==> config.mk <==
export PLATFORM = sky130hd
export DESIGN_NAME = cplft_top
export DESIGN_NICKNAME = d
export VERILOG_FILES = /design/src/design/cplft_pkg.sv /design/src/design/cplft_top.sv /design/src/design/cplft_wtimer.sv
export SDC_FILE = /design/constraint.sdc
export NUM_CORES = 1
export LEC_CHECK = 0
export BUFFER_PORTS_ARGS = -buffer_cell sky130_fd_sc_hd__buf_2
export CAP_MARGIN = 20
export CORE_MARGIN = 2
export CORE_UTILIZATION = 40
export CTS_BUF_LIST = sky130_fd_sc_hd__clkbuf_16
export DETAILED_ROUTE_END_ITERATION = 10
export PLACE_DENSITY_LB_ADDON = 0.05
export SETUP_SLACK_MARGIN = 0.1
export SYNTH_ARGS = -nofsm -noshare
export SYNTH_HDL_FRONTEND = slang
export SYNTH_SLANG_ARGS = --single-unit
export TNS_END_PERCENT = 1
==> constraint.sdc <==
create_clock -name MCLK -period 4.5 [get_ports MCLK]
set_input_delay 0.45 -clock MCLK [delete_from_list [all_inputs] [get_ports MCLK]]
set_output_delay 0.45 -clock MCLK [all_outputs]
set_load 0.02 [all_outputs]
==> src/design/cplft_pkg.sv <==
// Contract
// - sysclk divide 1, 2, 4 or 12
// - converter clock is undivided fast oscillator
// - 8-bit trim nudges fast oscillator frequency
// - trim loads per-chip factory value at power-on
// - wake-up timer runs only while run bit set
// - period sets flag, cleared on interrupt accept
// - period select 15.625 ms doubling, 1xxx 4 s
// - timer source slow RC or crystal
// - wake-up timer keeps running in STOP
// - power bit 1 stops oscillator, enters STOP
// - STOP left on ext irq, timer, watchdog
// - power bit 0 enters IDLE, clocks run
// - IDLE left on any enabled interrupt
// - power register write-only, bits reset zero
package cplft_pkg;
	// ==========================================
	// register indices, byte address is four times index
	localparam logic [7:0] REG_TRIM_IDX  = 8'h83;
	localparam logic [7:0] REG_POWER_MODE_CONTROL_IDX  = 8'h87;
	localparam logic [7:0] REG_OPT_IDX   = 8'hC1;
	localparam logic [7:0] REG_BTM_IDX   = 8'hCE;
	localparam logic [7:0] REG_ISTAT_IDX = 8'hE0;
	localparam logic [7:0] REG_IMASK_IDX = 8'hE1;
	localparam logic [7:0] REG_MODE_IDX  = 8'hE2;
	// ==========================================
	// field positions
	localparam int BTM_RUN_BIT   = 7;
	localparam int BTM_FLAG_BIT  = 6;
	localparam int POWER_MODE_CONTROL_BAUD_BIT = 7;
	localparam int POWER_MODE_CONTROL_STOP_BIT = 1;
	localparam int POWER_MODE_CONTROL_IDLE_BIT = 0;
	localparam int OPT_XTAL_BIT  = 6;
	localparam int OPT_DIV_LO    = 4;
	localparam int IRQ_TMR_BIT   = 0;
	localparam int IRQ_STOPW_BIT = 1;
	localparam int IRQ_IDLEW_BIT = 2;
	// ==========================================
	// reset values
	localparam logic [3:0] BTM_SEL_RESET = 4'h0;
	localparam logic [2:0] IRQ_RESET     = 3'h0;
	// ==========================================
	// divider codes and their terminal counts
	localparam logic [1:0] DIV1_CODE  = 2'h0;
	localparam logic [1:0] DIV2_CODE  = 2'h1;
	localparam logic [1:0] DIV4_CODE  = 2'h2;
	localparam logic [3:0] DIV12_LAST = 4'hB;
	localparam logic [3:0] DIV4_LAST  = 4'h3;
	localparam logic [3:0] DIV2_LAST  = 4'h1;
	// ==========================================
	// timer timing: base tick 32768 Hz, shortest period 15625 us
	localparam int LF_BASE_HZ     = 32768;
	localparam int BASE_PERIOD_US = 15625;
	localparam int BASE_PERIOD_CNT = BASE_PERIOD_US * LF_BASE_HZ / 1000000;
	localparam logic [1:0] LRC_PRESCALE_LAST = 2'h3;
	// ==========================================
	// operating modes
	typedef enum logic [1:0] {
		MODE_RUN,
		MODE_IDLE,
		MODE_STOP
	} cplft_mode_type;
endpackage

==> src/design/cplft_top.sv <==
// Added by the designer: the APB slave port.
`timescale 1ns/1ps
`default_nettype none
// clock divider, power modes and low-frequency wake-up timer
module cplft_top (
	// clock and reset
	input  wire logic        MCLK,
	input  wire logic        RESETN,
	// apb slave
	input  wire logic        PSEL,
	input  wire logic        PENABLE,
	input  wire logic        PWRITE,
	input  wire logic [11:0] PADDR,
	input  wire logic [31:0] PWDATA,
	output logic [31:0]      PRDATA,
	output logic             PREADY,
	output logic             PSLVERR,
	// power-on load values
	input  wire logic [7:0]  FACTORY_TRIM,
	input  wire logic [7:0]  FACTORY_OPTION,
	// low-frequency clock pins
	input  wire logic        SLOW_RC_OSC,
	input  wire logic        XTAL_CLK,
	// wake and interrupt sources
	input  wire logic [2:0]  EXT_IRQ_INPUTS,
	input  wire logic        WDT_EVENT,
	input  wire logic        IRQ_PENDING,
	input  wire logic        WTIMER_IRQ_ACK,
	// clock outputs
	output logic             SYSCLK_TICK,
	output logic             CONV_CLK_EN,
	output logic             FAST_RC_OSC_EN,
	output logic [7:0]       FAST_OSC_TRIM,
	// status outputs
	output logic             CPU_HALT,
	output logic             CRYSTAL_SELECT,
	output logic             BAUD_DOUBLE,
	output logic             WAKEUP_TIMER_FLAG,
	output logic             IRQ
);
	// ==========================================
	// all state of the block apart from the wake-up timer counter
	typedef struct packed {
		logic [7:0]                trim;
		logic [7:0]                opt;
		logic                      baud;
		logic                      btm_run;
		logic                      btm_flag;
		logic [3:0]                btm_sel;
		cplft_pkg::cplft_mode_type mode;
		logic [2:0]                stat;
		logic [2:0]                mask;
		logic                      loaded;
		logic [2:0]                ext_s1;
		logic [2:0]                ext_s2;
		logic                      lf_s1;
		logic                      lf_s2;
		logic                      lf_prev;
		logic [1:0]                lf_pre;
		logic                      lf_tick;
		logic [3:0]                div_cnt;
		logic                      sys_tick;
		logic                      pready;
		logic [31:0]               prdata;
		logic                      pslverr;
		logic                      irq;
		logic                      osc_en;  // oscillator and converter clock enable
		logic                      halt;    // cpu held in idle or stop
	} cplft_state_type;

	cplft_state_type st_ff;
	cplft_state_type nxt_st;
	logic            period_pulse; // selected timer period elapsed
	logic [7:0]      idx;          // register index of the access
	logic            wr_en;        // write completes this edge
	logic            lf_src;       // selected low-frequency pin
	logic            stop_wake;    // stop exit condition
	logic            idle_wake;    // idle exit condition
	logic [3:0]      div_last;     // divider terminal count
	logic [2:0]      stat_set;     // events this cycle

	// ==========================================
	// register index check
	function automatic logic idx_mapped(input logic [7:0] i);
		case (i)
			cplft_pkg::REG_TRIM_IDX,
			cplft_pkg::REG_POWER_MODE_CONTROL_IDX,
			cplft_pkg::REG_OPT_IDX,
			cplft_pkg::REG_BTM_IDX,
			cplft_pkg::REG_ISTAT_IDX,
			cplft_pkg::REG_IMASK_IDX,
			cplft_pkg::REG_MODE_IDX: idx_mapped = 1'b1;
			default:                 idx_mapped = 1'b0;
		endcase
	endfunction

	// ==========================================
	// wake-up timer counter
	cplft_wtimer u_wtimer (
		.clk          (MCLK),
		.rst_n        (RESETN),
		.lf_tick      (st_ff.lf_tick),
		.run          (st_ff.btm_run),
		.sel          (st_ff.btm_sel),
		.period_pulse (period_pulse)
	);

	// ==========================================
	// decode helpers
	always_comb begin
		idx = PADDR[9:2];
		wr_en = PSEL && PENABLE && PWRITE && st_ff.pready;
		// crystal or slow rc feeds the timer
		lf_src = st_ff.opt[cplft_pkg::OPT_XTAL_BIT] ? XTAL_CLK : SLOW_RC_OSC;
		// stop exits on external irq, timer period or watchdog
		stop_wake = (|st_ff.ext_s2) || period_pulse || WDT_EVENT;
		// idle exits on any enabled interrupt
		idle_wake = IRQ_PENDING || stop_wake;
		// divider terminal count by selection
		case (st_ff.opt[cplft_pkg::OPT_DIV_LO +: 2])
			cplft_pkg::DIV1_CODE: div_last = 4'h0;
			cplft_pkg::DIV2_CODE: div_last = cplft_pkg::DIV2_LAST;
			cplft_pkg::DIV4_CODE: div_last = cplft_pkg::DIV4_LAST;
			default:              div_last = cplft_pkg::DIV12_LAST;
		endcase
	end

	// ==========================================
	// next-state logic
	always_comb begin
		nxt_st = st_ff;
		stat_set = 3'h0;

		// power-on load of factory trim and option, once after release
		if (!st_ff.loaded) begin
			nxt_st.loaded = 1'b1;
			nxt_st.trim = FACTORY_TRIM;
			nxt_st.opt = FACTORY_OPTION;
		end

		// pin synchronisers
		nxt_st.ext_s1 = EXT_IRQ_INPUTS;
		nxt_st.ext_s2 = st_ff.ext_s1;
		nxt_st.lf_s1 = lf_src;
		nxt_st.lf_s2 = st_ff.lf_s1;
		nxt_st.lf_prev = st_ff.lf_s2;

		// base tick: crystal edges direct, slow rc divided by four
		nxt_st.lf_tick = 1'b0;
		if (st_ff.lf_s2 && !st_ff.lf_prev) begin
			if (st_ff.opt[cplft_pkg::OPT_XTAL_BIT]) begin
				nxt_st.lf_tick = 1'b1;
			end else begin
				nxt_st.lf_pre = st_ff.lf_pre + 2'h1;
				nxt_st.lf_tick = (st_ff.lf_pre == cplft_pkg::LRC_PRESCALE_LAST);
			end
		end

		// mode machine, wake clears the mode bits
		case (st_ff.mode)
			cplft_pkg::MODE_RUN: begin
			end
			cplft_pkg::MODE_IDLE: begin
				if (idle_wake) begin
					nxt_st.mode = cplft_pkg::MODE_RUN;
					stat_set[cplft_pkg::IRQ_IDLEW_BIT] = 1'b1;
				end
			end
			cplft_pkg::MODE_STOP: begin
				if (stop_wake) begin
					nxt_st.mode = cplft_pkg::MODE_RUN;
					stat_set[cplft_pkg::IRQ_STOPW_BIT] = 1'b1;
				end
			end
			default: nxt_st.mode = cplft_pkg::MODE_RUN;
		endcase

		// apb answer: prepared in setup, ready in access
		nxt_st.pready = 1'b0;
		if (PSEL && !PENABLE) begin
			nxt_st.pready = 1'b1;
			nxt_st.pslverr = !idx_mapped(idx);
			nxt_st.prdata = 32'h0;
			if (!PWRITE) begin
				case (idx)
					cplft_pkg::REG_TRIM_IDX:  nxt_st.prdata[7:0] = st_ff.trim;
					cplft_pkg::REG_OPT_IDX:   nxt_st.prdata[7:0] = st_ff.opt;
					cplft_pkg::REG_BTM_IDX: begin
						nxt_st.prdata[cplft_pkg::BTM_RUN_BIT] = st_ff.btm_run;
						nxt_st.prdata[cplft_pkg::BTM_FLAG_BIT] = st_ff.btm_flag;
						nxt_st.prdata[3:0] = st_ff.btm_sel;
					end
					cplft_pkg::REG_ISTAT_IDX: nxt_st.prdata[2:0] = st_ff.stat;
					cplft_pkg::REG_IMASK_IDX: nxt_st.prdata[2:0] = st_ff.mask;
					cplft_pkg::REG_MODE_IDX:  nxt_st.prdata[1:0] = st_ff.mode;
					// power register is write-only and reads zero
					default:                  nxt_st.prdata = 32'h0;
				endcase
			end
		end

		// register writes at the completing edge
		if (wr_en) begin
			case (idx)
				cplft_pkg::REG_TRIM_IDX: nxt_st.trim = PWDATA[7:0];
				cplft_pkg::REG_OPT_IDX:  nxt_st.opt = PWDATA[7:0];
				cplft_pkg::REG_BTM_IDX: begin
					nxt_st.btm_run = PWDATA[cplft_pkg::BTM_RUN_BIT];
					nxt_st.btm_flag = PWDATA[cplft_pkg::BTM_FLAG_BIT];
					nxt_st.btm_sel = PWDATA[3:0];
				end
				cplft_pkg::REG_POWER_MODE_CONTROL_IDX: begin
					nxt_st.baud = PWDATA[cplft_pkg::POWER_MODE_CONTROL_BAUD_BIT];
					// stop takes priority when both bits are written
					if (PWDATA[cplft_pkg::POWER_MODE_CONTROL_STOP_BIT]) begin
						nxt_st.mode = cplft_pkg::MODE_STOP;
					end else if (PWDATA[cplft_pkg::POWER_MODE_CONTROL_IDLE_BIT]) begin
						nxt_st.mode = cplft_pkg::MODE_IDLE;
					end
				end
				cplft_pkg::REG_ISTAT_IDX: nxt_st.stat = st_ff.stat & ~PWDATA[2:0];
				cplft_pkg::REG_IMASK_IDX: nxt_st.mask = PWDATA[2:0];
				default: begin
				end
			endcase
		end

		// timer flag: accept clears it, a new period wins
		if (WTIMER_IRQ_ACK) begin
			nxt_st.btm_flag = 1'b0;
		end
		if (period_pulse) begin
			nxt_st.btm_flag = 1'b1;
			stat_set[cplft_pkg::IRQ_TMR_BIT] = 1'b1;
		end

		// system clock strobe from the divider, none from the edge that enters stop
		nxt_st.sys_tick = 1'b0;
		if (nxt_st.mode == cplft_pkg::MODE_STOP) begin
			nxt_st.div_cnt = 4'h0;
		end else if (st_ff.div_cnt >= div_last) begin
			nxt_st.div_cnt = 4'h0;
			nxt_st.sys_tick = 1'b1;
		end else begin
			nxt_st.div_cnt = st_ff.div_cnt + 4'h1;
		end

		// registered mode decodes so the outputs come from flops
		nxt_st.osc_en = (nxt_st.mode != cplft_pkg::MODE_STOP);
		nxt_st.halt = (nxt_st.mode != cplft_pkg::MODE_RUN);

		// sticky status, set wins over a write-one clear
		nxt_st.stat = nxt_st.stat | stat_set;
		nxt_st.irq = |(nxt_st.stat & nxt_st.mask);
	end

	// ==========================================
	// state register
	always_ff @(posedge MCLK or negedge RESETN) begin
		if (!RESETN) begin
			st_ff <= '0;
			st_ff.btm_sel <= cplft_pkg::BTM_SEL_RESET;
			st_ff.mode <= cplft_pkg::MODE_RUN;
			st_ff.stat <= cplft_pkg::IRQ_RESET;
			st_ff.mask <= cplft_pkg::IRQ_RESET;
			st_ff.osc_en <= 1'b1;
		end else begin
			st_ff <= nxt_st;
		end
	end

	// ==========================================
	// outputs, each a field of the state register
	assign PRDATA = st_ff.prdata;
	assign PREADY = st_ff.pready;
	assign PSLVERR = st_ff.pslverr;
	assign SYSCLK_TICK = st_ff.sys_tick;
	// converter clock follows the oscillator, not the divider
	assign CONV_CLK_EN = st_ff.osc_en;
	// oscillator stopped only in stop, restarted on wake, timer untouched
	assign FAST_RC_OSC_EN = st_ff.osc_en;
	assign FAST_OSC_TRIM = st_ff.trim;
	assign CPU_HALT = st_ff.halt;
	assign CRYSTAL_SELECT = st_ff.opt[cplft_pkg::OPT_XTAL_BIT];
	assign BAUD_DOUBLE = st_ff.baud;
	assign WAKEUP_TIMER_FLAG = st_ff.btm_flag;
	assign IRQ = st_ff.irq;
endmodule // cplft_top
`default_nettype wire

==> src/design/cplft_wtimer.sv <==
`timescale 1ns/1ps
`default_nettype none
// wake-up timer: counts base ticks and pulses at the selected period
module cplft_wtimer (
	// clock and reset
	input  wire logic       clk,
	input  wire logic       rst_n,
	// control
	input  wire logic       lf_tick,
	input  wire logic       run,
	input  wire logic [3:0] sel,
	// event
	output logic            period_pulse
);
	// ==========================================
	// state
	typedef struct packed {
		logic [16:0] cnt;
		logic        pulse;
	} cplft_wt_state_type;

	cplft_wt_state_type st_ff;
	cplft_wt_state_type nxt_st;
	logic [16:0]        last_cnt; // terminal count for this selection

	// ==========================================
	// period select: doubling per code, any 1xxx is the longest
	always_comb begin
		if (sel[3]) begin
			last_cnt = 17'(cplft_pkg::BASE_PERIOD_CNT << 8) - 17'h1;
		end else begin
			last_cnt = 17'(cplft_pkg::BASE_PERIOD_CNT << sel[2:0]) - 17'h1;
		end
	end

	// ==========================================
	// counter, held at zero while stopped
	always_comb begin
		nxt_st = st_ff;
		nxt_st.pulse = 1'b0;
		if (!run) begin
			nxt_st.cnt = 17'h0;
		end else if (lf_tick) begin
			if (st_ff.cnt >= last_cnt) begin
				nxt_st.cnt = 17'h0;
				nxt_st.pulse = 1'b1;
			end else begin
				nxt_st.cnt = st_ff.cnt + 17'h1;
			end
		end
	end

	// state register
	always_ff @(posedge clk or negedge rst_n) begin
		if (!rst_n) begin
			st_ff <= '0;
		end else begin
			st_ff <= nxt_st;
		end
	end

	assign period_pulse = st_ff.pulse;
endmodule // cplft_wtimer
`default_nettype wire

# [Word-level counts from Yosys, hierarchy flattened]
# Cells that the tools add are included.
[word_totals] register_bits=104 out_inout_bits=50
[op_classes] add_sub_neg=4 n_lt_le_gt_ge=2 eq_ne=15 n_shift=1 n_mux=44 bitwise_logic=5 n_reduce_logical=23
[ops] op="8-bit equality test, second input constant" count=7
[ops] op="17-bit two-way mux" count=3
[ops] op="34-bit two-way mux" count=1
[ops] op="31-bit two-way mux" count=1
[ops] op="8-bit two-way mux" count=3
[ops] op="18-bit two-way mux" count=1
[ops] op="17-bit by 1-bit adder with 17-bit output, second input constant" count=1
[ops] op="17-bit >= comparator" count=1
[ops] op="1-bit two-way mux" count=17
[ops] op="10-bit by 3-bit << shifter with 17-bit output, first input constant" count=1
[ops] op="17-bit by 1-bit subtractor with 17-bit output, second input constant" count=1
[ops] op="16-bit two-way mux" count=1
[ops] op="2-bit one-hot mux with 3 select lines" count=2
[ops] op="2-bit one-hot mux with 6 select lines" count=1
[ops] op="4-bit one-hot mux with 3 select lines" count=1
[ops] op="2-bit two-way mux" count=5
[ops] op="2-bit equality test, second input constant" count=4
[ops] op="4-bit two-way mux" count=2
[ops] op="2-bit AND reduction" count=4
[ops] op="7-bit OR reduction" count=1
[ops] op="3-bit AND" count=2
[ops] op="3-bit two-way mux" count=2
[ops] op="6-bit two-way mux" count=1
[ops] op="3-bit nonzero test" count=2
[ops] op="17 further kinds" count=29

# [Depth between registers and ports, before layout]
# Gate-level depths: netlist of run 1.
[logic_depth] word_depth=13 depth_mapped=14 depth_no_buf=12

# [Hierarchy]
# From an unflattened synthesis of run 1, not the netlist that was laid out.
[unflattened] hier_cells=453 area_unflattened_um2=4481.8
[by_module_without_submodules] module="cplft_top" n_inst=1 cells_each=296 area_per_inst_um2=3133.0 seq_area_each_um2=1552.7
[by_module_without_submodules] module="cplft_wtimer" n_inst=1 cells_each=157 area_per_inst_um2=1348.8 seq_area_each_um2=450.4

# [Least setup slack after synthesis of run 1]
# Ideal clock, no wire load.
[synth_path] path_kind="reg-to-reg" from="register st_ff[64] (netlist name)" to="register u_wtimer.st_ff[13] (netlist name)" setup_ns=0.083 arrival_time_ns=2.942 t_required_ns=4.417 setup_slack_ns=1.475 path_stages_with_launch=12 period_less_slack_ns=3.025 path_cell_list="dfrtp_1 > clkbuf_1 > or3_1 > ha_1 > o311a_1 > ha_1 > nand2_1 > o21ai_0 > or2_2 > clkbuf_1 > or4_1 > o21ai_0"
[synth_via] elab_chain_len=7
[synth_lines] item="from (decl)" line_no="cplft_top.sv:71" rtl="cplft_state_type st_ff;"
[synth_lines] item="from (signal assigned)" line_no="cplft_top.sv:268" rtl="st_ff <= nxt_st;"
[synth_lines] item="10-bit by 3-bit << shifter with 17-bit output" line_no="cplft_wtimer.sv:32" rtl="last_cnt = 17'(cplft_pkg::BASE_PERIOD_CNT << sel[2:0]) - 17'h1;"
[synth_lines] item="17-bit by 1-bit subtractor with 17-bit output" line_no="cplft_wtimer.sv:32"
[synth_lines] item="17-bit two-way mux" line_no="cplft_wtimer.sv:29" rtl="if (sel[3]) begin"
[synth_lines] item="17-bit >= comparator" line_no="cplft_wtimer.sv:44" rtl="if (st_ff.cnt >= last_cnt) begin"
[synth_lines] item="17-bit two-way mux" line_no="cplft_wtimer.sv:44"
[synth_lines] item="18-bit two-way mux" line_no="cplft_wtimer.sv:43" rtl="end else if (lf_tick) begin"
[synth_lines] item="17-bit two-way mux" line_no="cplft_wtimer.sv:41" rtl="if (!run) begin"
[synth_lines] item="to (signal assigned)" line_no="cplft_wtimer.sv:58" rtl="st_ff <= nxt_st;"
[synth_lines] item="to (decl)" line_no="cplft_wtimer.sv:22" rtl="cplft_wt_state_type st_ff;"
# Every way passes these cells. The select of a mux whose other input is x is not followed.
# A chain may end at the register's enable or synchronous reset.

# [Worst setup path after layout of run 1]
[layout_path] from="register st_ff[64] (netlist name)" to="register u_wtimer.st_ff[7] (netlist name)"
# Same word-level chain as after synthesis.

==> results.json, run 1 <==
{
  "post_cts_buffers": 0,
  "final_common_cell": "dfrtp_1",
  "hold_ws_ns": 0.2163,
  "hp-class": "in2reg",
  "grt_max_degree": 81,
  "antennaDiodeCount": 0,
  "syn_inst": 464,
  "overflow": 0,
  "first_pass_iters": 4,
  "vias": 3446,
  "tns_ns": 0,
  "rsz0062_at_grt": "false",
  "async_flop_share_pct": 100.0,
  "synth_edf_count": 0,
  "irDropWorstVdd_mv": 0.2434,
  "core_area_sq_um": 10890,
  "drive_gt1_share_pct": 21.58,
  "fin_crit_sh_pct": 71.47,
  "die-height_microns": 110.1,
  "hold_viol": 0,
  "placed_area_sq_um": 4740,
  "cts_resized": 0,
  "crit_required_ns": 4.72,
  "grt.total_usage_pct": 18.13,
  "fin_crit_ns": 3.216,
  "wl_per_cell_microns": 15.90,
  "cellPowerDensity_nw_per_um2": 350.8,
  "die_x_microns": 110.1,
  "worstPathMaxFanout": 14,
  "finalMaxSlewViolations": 0,
  "seqCellArea_sq_um": 2003,
  "routabilityCongestion": 0.8100,
  "clockBufferDepth": 2,
  "cts_max_level": 3,
  "multi_input_area_sq_um": 2118,
  "postLayoutCellArea_sq_um": 5090,
  "area_growth_pct": 13.06,
  "outcome": "complete, no violations",
  "numPortBuffers": 70,
  "tritoncts": "done",
  "layout_common_cells": "79 x dfrtp_1, 69 x buf_2, 37 x nor2_1",
  "antenna_left": 0,
  "synth_seq_cells": 80,
  "max_freq_mhz": 310.9,
  "yosysUniqueCellTypes": 60,
  "max_slew.worst_pin.slew_ns": 0.8985,
  "drtIter0Drc": 160,
  "hpwl_microns": 7538,
  "die_area_sq_um": 12120,
  "hold_buffers": 0,
  "fp-row-count": 38,
  "clock_sinks": 80,
  "ys_warn_count": 0,
  "fin_nets": 602,
  "fin_skew_ns": 0.004896,
  "drv_cap": 0,
  "synth_sequential_area_ratio_pct": 44.50,
  "clk_pin_slew_ns": 0.06,
  "routed_via_density": 5.229,
  "worstSkewPairLatency_ns": 0.34,
  "antenna_found_initial": 0,
  "root_buffer": "clkbuf_16",
  "worstSetupStartpointType": "register",
  "fillers": 1058,
  "drc": 0,
  "grt_pass1_wl_microns": 16600,
  "grt_pass1_vias": 3223,
  "routed_wirelength_microns": 10480,
  "critPathArrivalTime_ns": 3.44,
  "finalSetupViolations": 0,
  "cts-buffers-inserted": 9,
  "worstSetupEndpointType": "register",
  "syn_area_per_cell_sq_um": 9.702,
  "synth_ff_type": "dfrtp_1",
  "leakage_nw": 2.369,
  "post-route-util_pct": 46.75,
  "synth.cell_area_sq_um": 4502,
  "critical_path_class": "reg2reg",
  "initial_core_util_pct": 41.35,
  "pin_count": 123,
  "slew_headroom_pct": 40.10
}
[critical path, cell delays in order, from the launching register on]
cell	delay, ns
dfrtp_1	0.49
or3_1	0.44
ha_1	0.27
xnor2_1	0.19
nor2_1	0.08
ha_1	0.30
nand3_1	0.08
nor4_1	0.24
o21a_1	0.52
nor2_1	0.15
a221o_1	0.34
[registers in the layout, indices dropped and copies added, names as in the netlist]
register	flops
SYSCLK_TICK	1
st_ff	32
u_wtimer.st_ff	17
CPU_HALT	1
IRQ	1
CONV_CLK_EN	1
PRDATA	8
WAKEUP_TIMER_FLAG	1
BAUD_DOUBLE	1
CRYSTAL_SELECT	1
nxt_st	5
PREADY	1
FAST_OSC_TRIM	8
PSLVERR	1
u_wtimer.period_pulse	1
[synthesized netlist by cell type (all sizes together), types with 2 or more instances]
master	count	area share [%]
xnor2	2	0.39
and3	5	0.69
o31ai	3	0.61
a31oi	12	1.7
buf	47	7.7
o31a	3	0.58
xor2	2	0.39
clkbuf	14	1.2
conb	2	0.17
o21bai	3	0.50
nor3	4	0.44
ha	15	4.2
nor3b	2	0.33
inv	18	1.5
a21o	4	0.67
nand4	10	1.4
or3	5	0.69
nor4	8	1.4
or2	4	0.56
or4	7	1.3
or3b	2	0.39
dfrtp	79	44
mux2i	22	4.9
and4	5	0.97
mux2	9	2.3
nand2	34	2.8
nand2b	8	1.1
nand3	10	1.1
and2	2	0.33
a221oi	3	0.58
a211oi	4	0.67
nor4b	2	0.72
nor2	37	3.1
o21ai	29	3.2
nor2b	3	0.42
a22o	8	1.6
a21oi	23	2.6
[area by class of cell]
type / count / area share (%)
multi-input cells: 328 / 41.62
flip-flops and latches: 80 / 39.36
repair buffers: 77 / 8.407
clock buffers: 9 / 4.425
well taps: 140 / 3.441
clock inverters: 7 / 1.426
inverters: 18 / 1.327
[final timing paths]
path / startpoint / endpoint / slack [ns] / depth (start not counted)
hold reg to reg: nxt_st[46] / nxt_st[45] / 0.35 / 0
setup reg to reg: st_ff[64] / u_wtimer.st_ff[7] / 1.28 / 10
setup / recovery: st_ff[64] / u_wtimer.st_ff[7] / 1.28 / 10
max in group asynchronous: RESETN / CONV_CLK_EN / 3.40 / 3
hold / removal: EXT_IRQ_INPUTS[1] / nxt_st[49] / 0.22 / 1
min in group asynchronous: RESETN / CRYSTAL_SELECT / 0.49 / 2
[kinds of logic (layout without fill, tap and decap cells)]
kind of cell,after synthesis,count (layout),synth area share (%)
xor+xnor,4,4,0.7784
other cells,2,25,0.1668
compound gates,103,103,14.73
buf+inv,79,111,10.37
simple gates,150,150,18.15
mux,31,31,7.143
fa+ha+maj,15,15,4.169
flops,80,80,44.50
[report_power, final]
part / leakage, nW / switching (W) / internal [W] / total, W
Clock: 0.135 / 0.000302 / 0.000429 / 0.000732
Combinational: 1.23 / 0.000138 / 0.0000978 / 0.000235
Sequential: 1.01 / 0.0000436 / 0.000775 / 0.000819
Total: 2.37 / 0.000483 / 0.00130 / 0.00179
[per-stage QoR]
| stage | power (W) | instances | worst slack, ns |
|---|---|---|---|
| 2_1_floorplan | 0.001003 | 487 | 1.475 |
| 3_3_place_gp | 0.001059 | 639 | 1.337 |
| 3_5_place_dp | 0.001068 | 639 | 1.335 |
| 4_1_cts | 0.001814 | 655 | 1.309 |
| 5_1_grt | 0.001881 | 659 | 0.9927 |
| 6_report | 0.001786 | 659 | 1.284 |
[per-layer routing]
layer	global-route usage [%]	up-vias	part of all wire, %	routed length, microns
li1	-	1703	-	-
met1	23.07	1669	46	4834
met2	30.41	65	48	5080
met3	3.880	9	4.0	422
met4	6.420	0	1.3	138
met5	0	-	0	0
Note: power is estimated with default switching activity, not from simulation.
==> inputs of run 2 (changes only) <==
==> constraint.sdc (replaced) <==
create_clock -name MCLK -period 2.8 [get_ports MCLK]
set_input_delay 0.28 -clock MCLK [delete_from_list [all_inputs] [get_ports MCLK]]
set_output_delay 0.28 -clock MCLK [all_outputs]
set_load 0.02 [all_outputs]
==> run 2 against run 1 <==
Effect of this change:
- hold slack worse by 0.16 ns
- critical endpoint is now u_wtimer.st_ff[15]
- clock-buffer cell count unchanged
- largest cell class unchanged
- die area unchanged
- setup slack got worse by 1.2 ns
- clock power is 60% higher
==> results.json, run 2 (synthesis results as in run 1) <==
{
  "fp-row-count": 38,
  "core_area_sq_um": 10890,
  "finalSetupViolations": 0,
  "vias": 3602,
  "cp-startpoint": "st_ff[63]",
  "grt_max_degree": 81,
  "crit_required_ns": 3.06,
  "slew_headroom_pct": 40.44,
  "hpwl_microns": 7765,
  "grt_pass1_vias": 3452,
  "clock_sinks": 80,
  "hp-class": "in2reg",
  "finalMaxSlewViolations": 0,
  "worstPathCellList": "or3_4, ha_4, o311a_1, ha_1, nand2_2, o21ai_4, or2_2, buf_4, nor4_1, o21bai_1",
  "fin_nets": 620,
  "critPathArrivalTime_ns": 2.97,
  "worstSetupEndpointType": "register",
  "tritoncts": "done",
  "routabilityCongestion": 0.7994,
  "worstSetupStartpointType": "register",
  "pin_count": 123,
  "max_slew.worst_pin.slew_ns": 0.8934,
  "largest_register": "st_ff",
  "antenna_found_initial": 0,
  "cts_max_level": 3,
  "numPortBuffers": 70,
  "overflow": 0,
  "grt_pass1_wl_microns": 17440,
  "outcome": "complete, no violations",
  "cts-buffers-inserted": 9,
  "layout_common_cells": "79 x dfrtp_1, 69 x buf_2, 36 x nor2_1",
  "fin_crit_ns": 2.704,
  "antennaDiodeCount": 0,
  "area_growth_pct": 18.73,
  "critPathTopFamily": "simple AND/OR/NAND/NOR gates",
  "antenna_left": 0,
  "placed_area_sq_um": 4861,
  "drv_cap": 0,
  "postLayoutCellArea_sq_um": 5345,
  "irDropWorstVdd_mv": 0.3348,
  "worstPathMaxFanout": 6,
  "min_from": "EXT_IRQ_INPUTS[1]",
  "final_common_cell": "dfrtp_1",
  "critical_path_class": "reg2reg",
  "first_pass_iters": 5,
  "root_buffer": "clkbuf_16",
  "worstReg2RegStart": "st_ff[63]",
  "wl_per_cell_microns": 16.15,
  "routed_wirelength_microns": 10930,
  "drtIter0Drc": 232,
  "cp_slowest_cell": "or3_4",
  "top_regs": "st_ff (32), u_wtimer.st_ff (17)",
  "worstSkewPairLatency_ns": 0.34,
  "tns_ns": 0,
  "drive_gt1_share_pct": 27.93,
  "hold_viol": 0,
  "drc": 0,
  "initial_core_util_pct": 41.35,
  "crit_buf_inv": 1,
  "rsz0062_at_grt": "true",
  "clk_pin_slew_ns": 0.06,
  "critPathMaxStageDelay_ns": 0.40,
  "largest_reg_flops": 32,
  "clockBufferDepth": 2,
  "die_x_microns": 110.1,
  "cellPowerDensity_nw_per_um2": 535.7,
  "leakage_nw": 2.512,
  "fin_crit_sh_pct": 96.56,
  "die_area_sq_um": 12120,
  "die-height_microns": 110.1,
  "routed_via_density": 5.321,
  "max_freq_mhz": 369.9,
  "grt.total_usage_pct": 18.95,
  "fin_skew_ns": 0.008250
}
## run 2: metal layers
metal,global-route usage (%),wire (microns),vias up
met4,4.611,105,0
met1,27.99,5360,1764
li1,-,-,1740
met3,4.056,596,8
met5,0,0,-
met2,28.26,4869,90
## run 2: cell type report
cell class | instances | area [sq um]
inverters | 18 | 67.56
flip-flops and latches | 80 | 2003
multi-input cells | 330 | 2250
clock inverters | 7 | 72.57
well taps | 140 | 175.2
fillers | 1046 | 5543
repair buffers | 93 | 551.8
clock buffers | 9 | 225.2
## run 2: metrics by stage
| stage | util, % | power [W] | instances | hold slack, ns | worst slack, ns |
|---|---|---|---|---|---|
| floorplan | - | 0.001613 | 487 | -0.01559 | 0.04266 |
| global placement | 44.64 | 0.001701 | 652 | 0.3335 | 0.009070 |
| detailed placement | 44.64 | 0.001715 | 652 | 0.3371 | -0.05142 |
| CTS | 48.20 | 0.002900 | 674 | 0.04265 | 0.09132 |
| global route | 49.09 | 0.003009 | 677 | 0.03790 | -0.01405 |
| finish | 49.09 | 0.002863 | 677 | 0.05270 | 0.09634 |
## run 2: worst register-to-register path, stage by stage, from the launching register on
cell and delay (ns):
dfrtp_1 0.37, or3_4 0.40, ha_4 0.19, o311a_1 0.32, ha_1 0.31, nand2_2 0.10, o21ai_4 0.07, or2_2 0.37
buf_4 0.16, nor4_1 0.21, o21bai_1 0.14
## run 2: power breakdown
group / internal [W] / switching [W]
logic: 0.000158 / 0.000220
registers: 0.00125 / 0.0000725
clock network: 0.000690 / 0.000477
total: 0.00209 / 0.000770
## run 2: timing repair
action,CTS,global route
gates resized for setup,11,14
hold buffers,0,1
endpoints found under the hold margin,0,24
cloned,1,1
pin swaps,8,5
setup buffers,5,0
setup endpoints to repair,13,17
## run 2: final timing paths
check	slack [ns]	cells after the start	to
max	0.1	10	u_wtimer.st_ff[15]
min in group asynchronous	0.39	2	PSLVERR
max in group asynchronous	1.78	3	CONV_CLK_EN
min	0.05	1	nxt_st[49]
min reg2reg	0.35	0	st_ff[50]
max reg2reg	0.1	10	u_wtimer.st_ff[15]
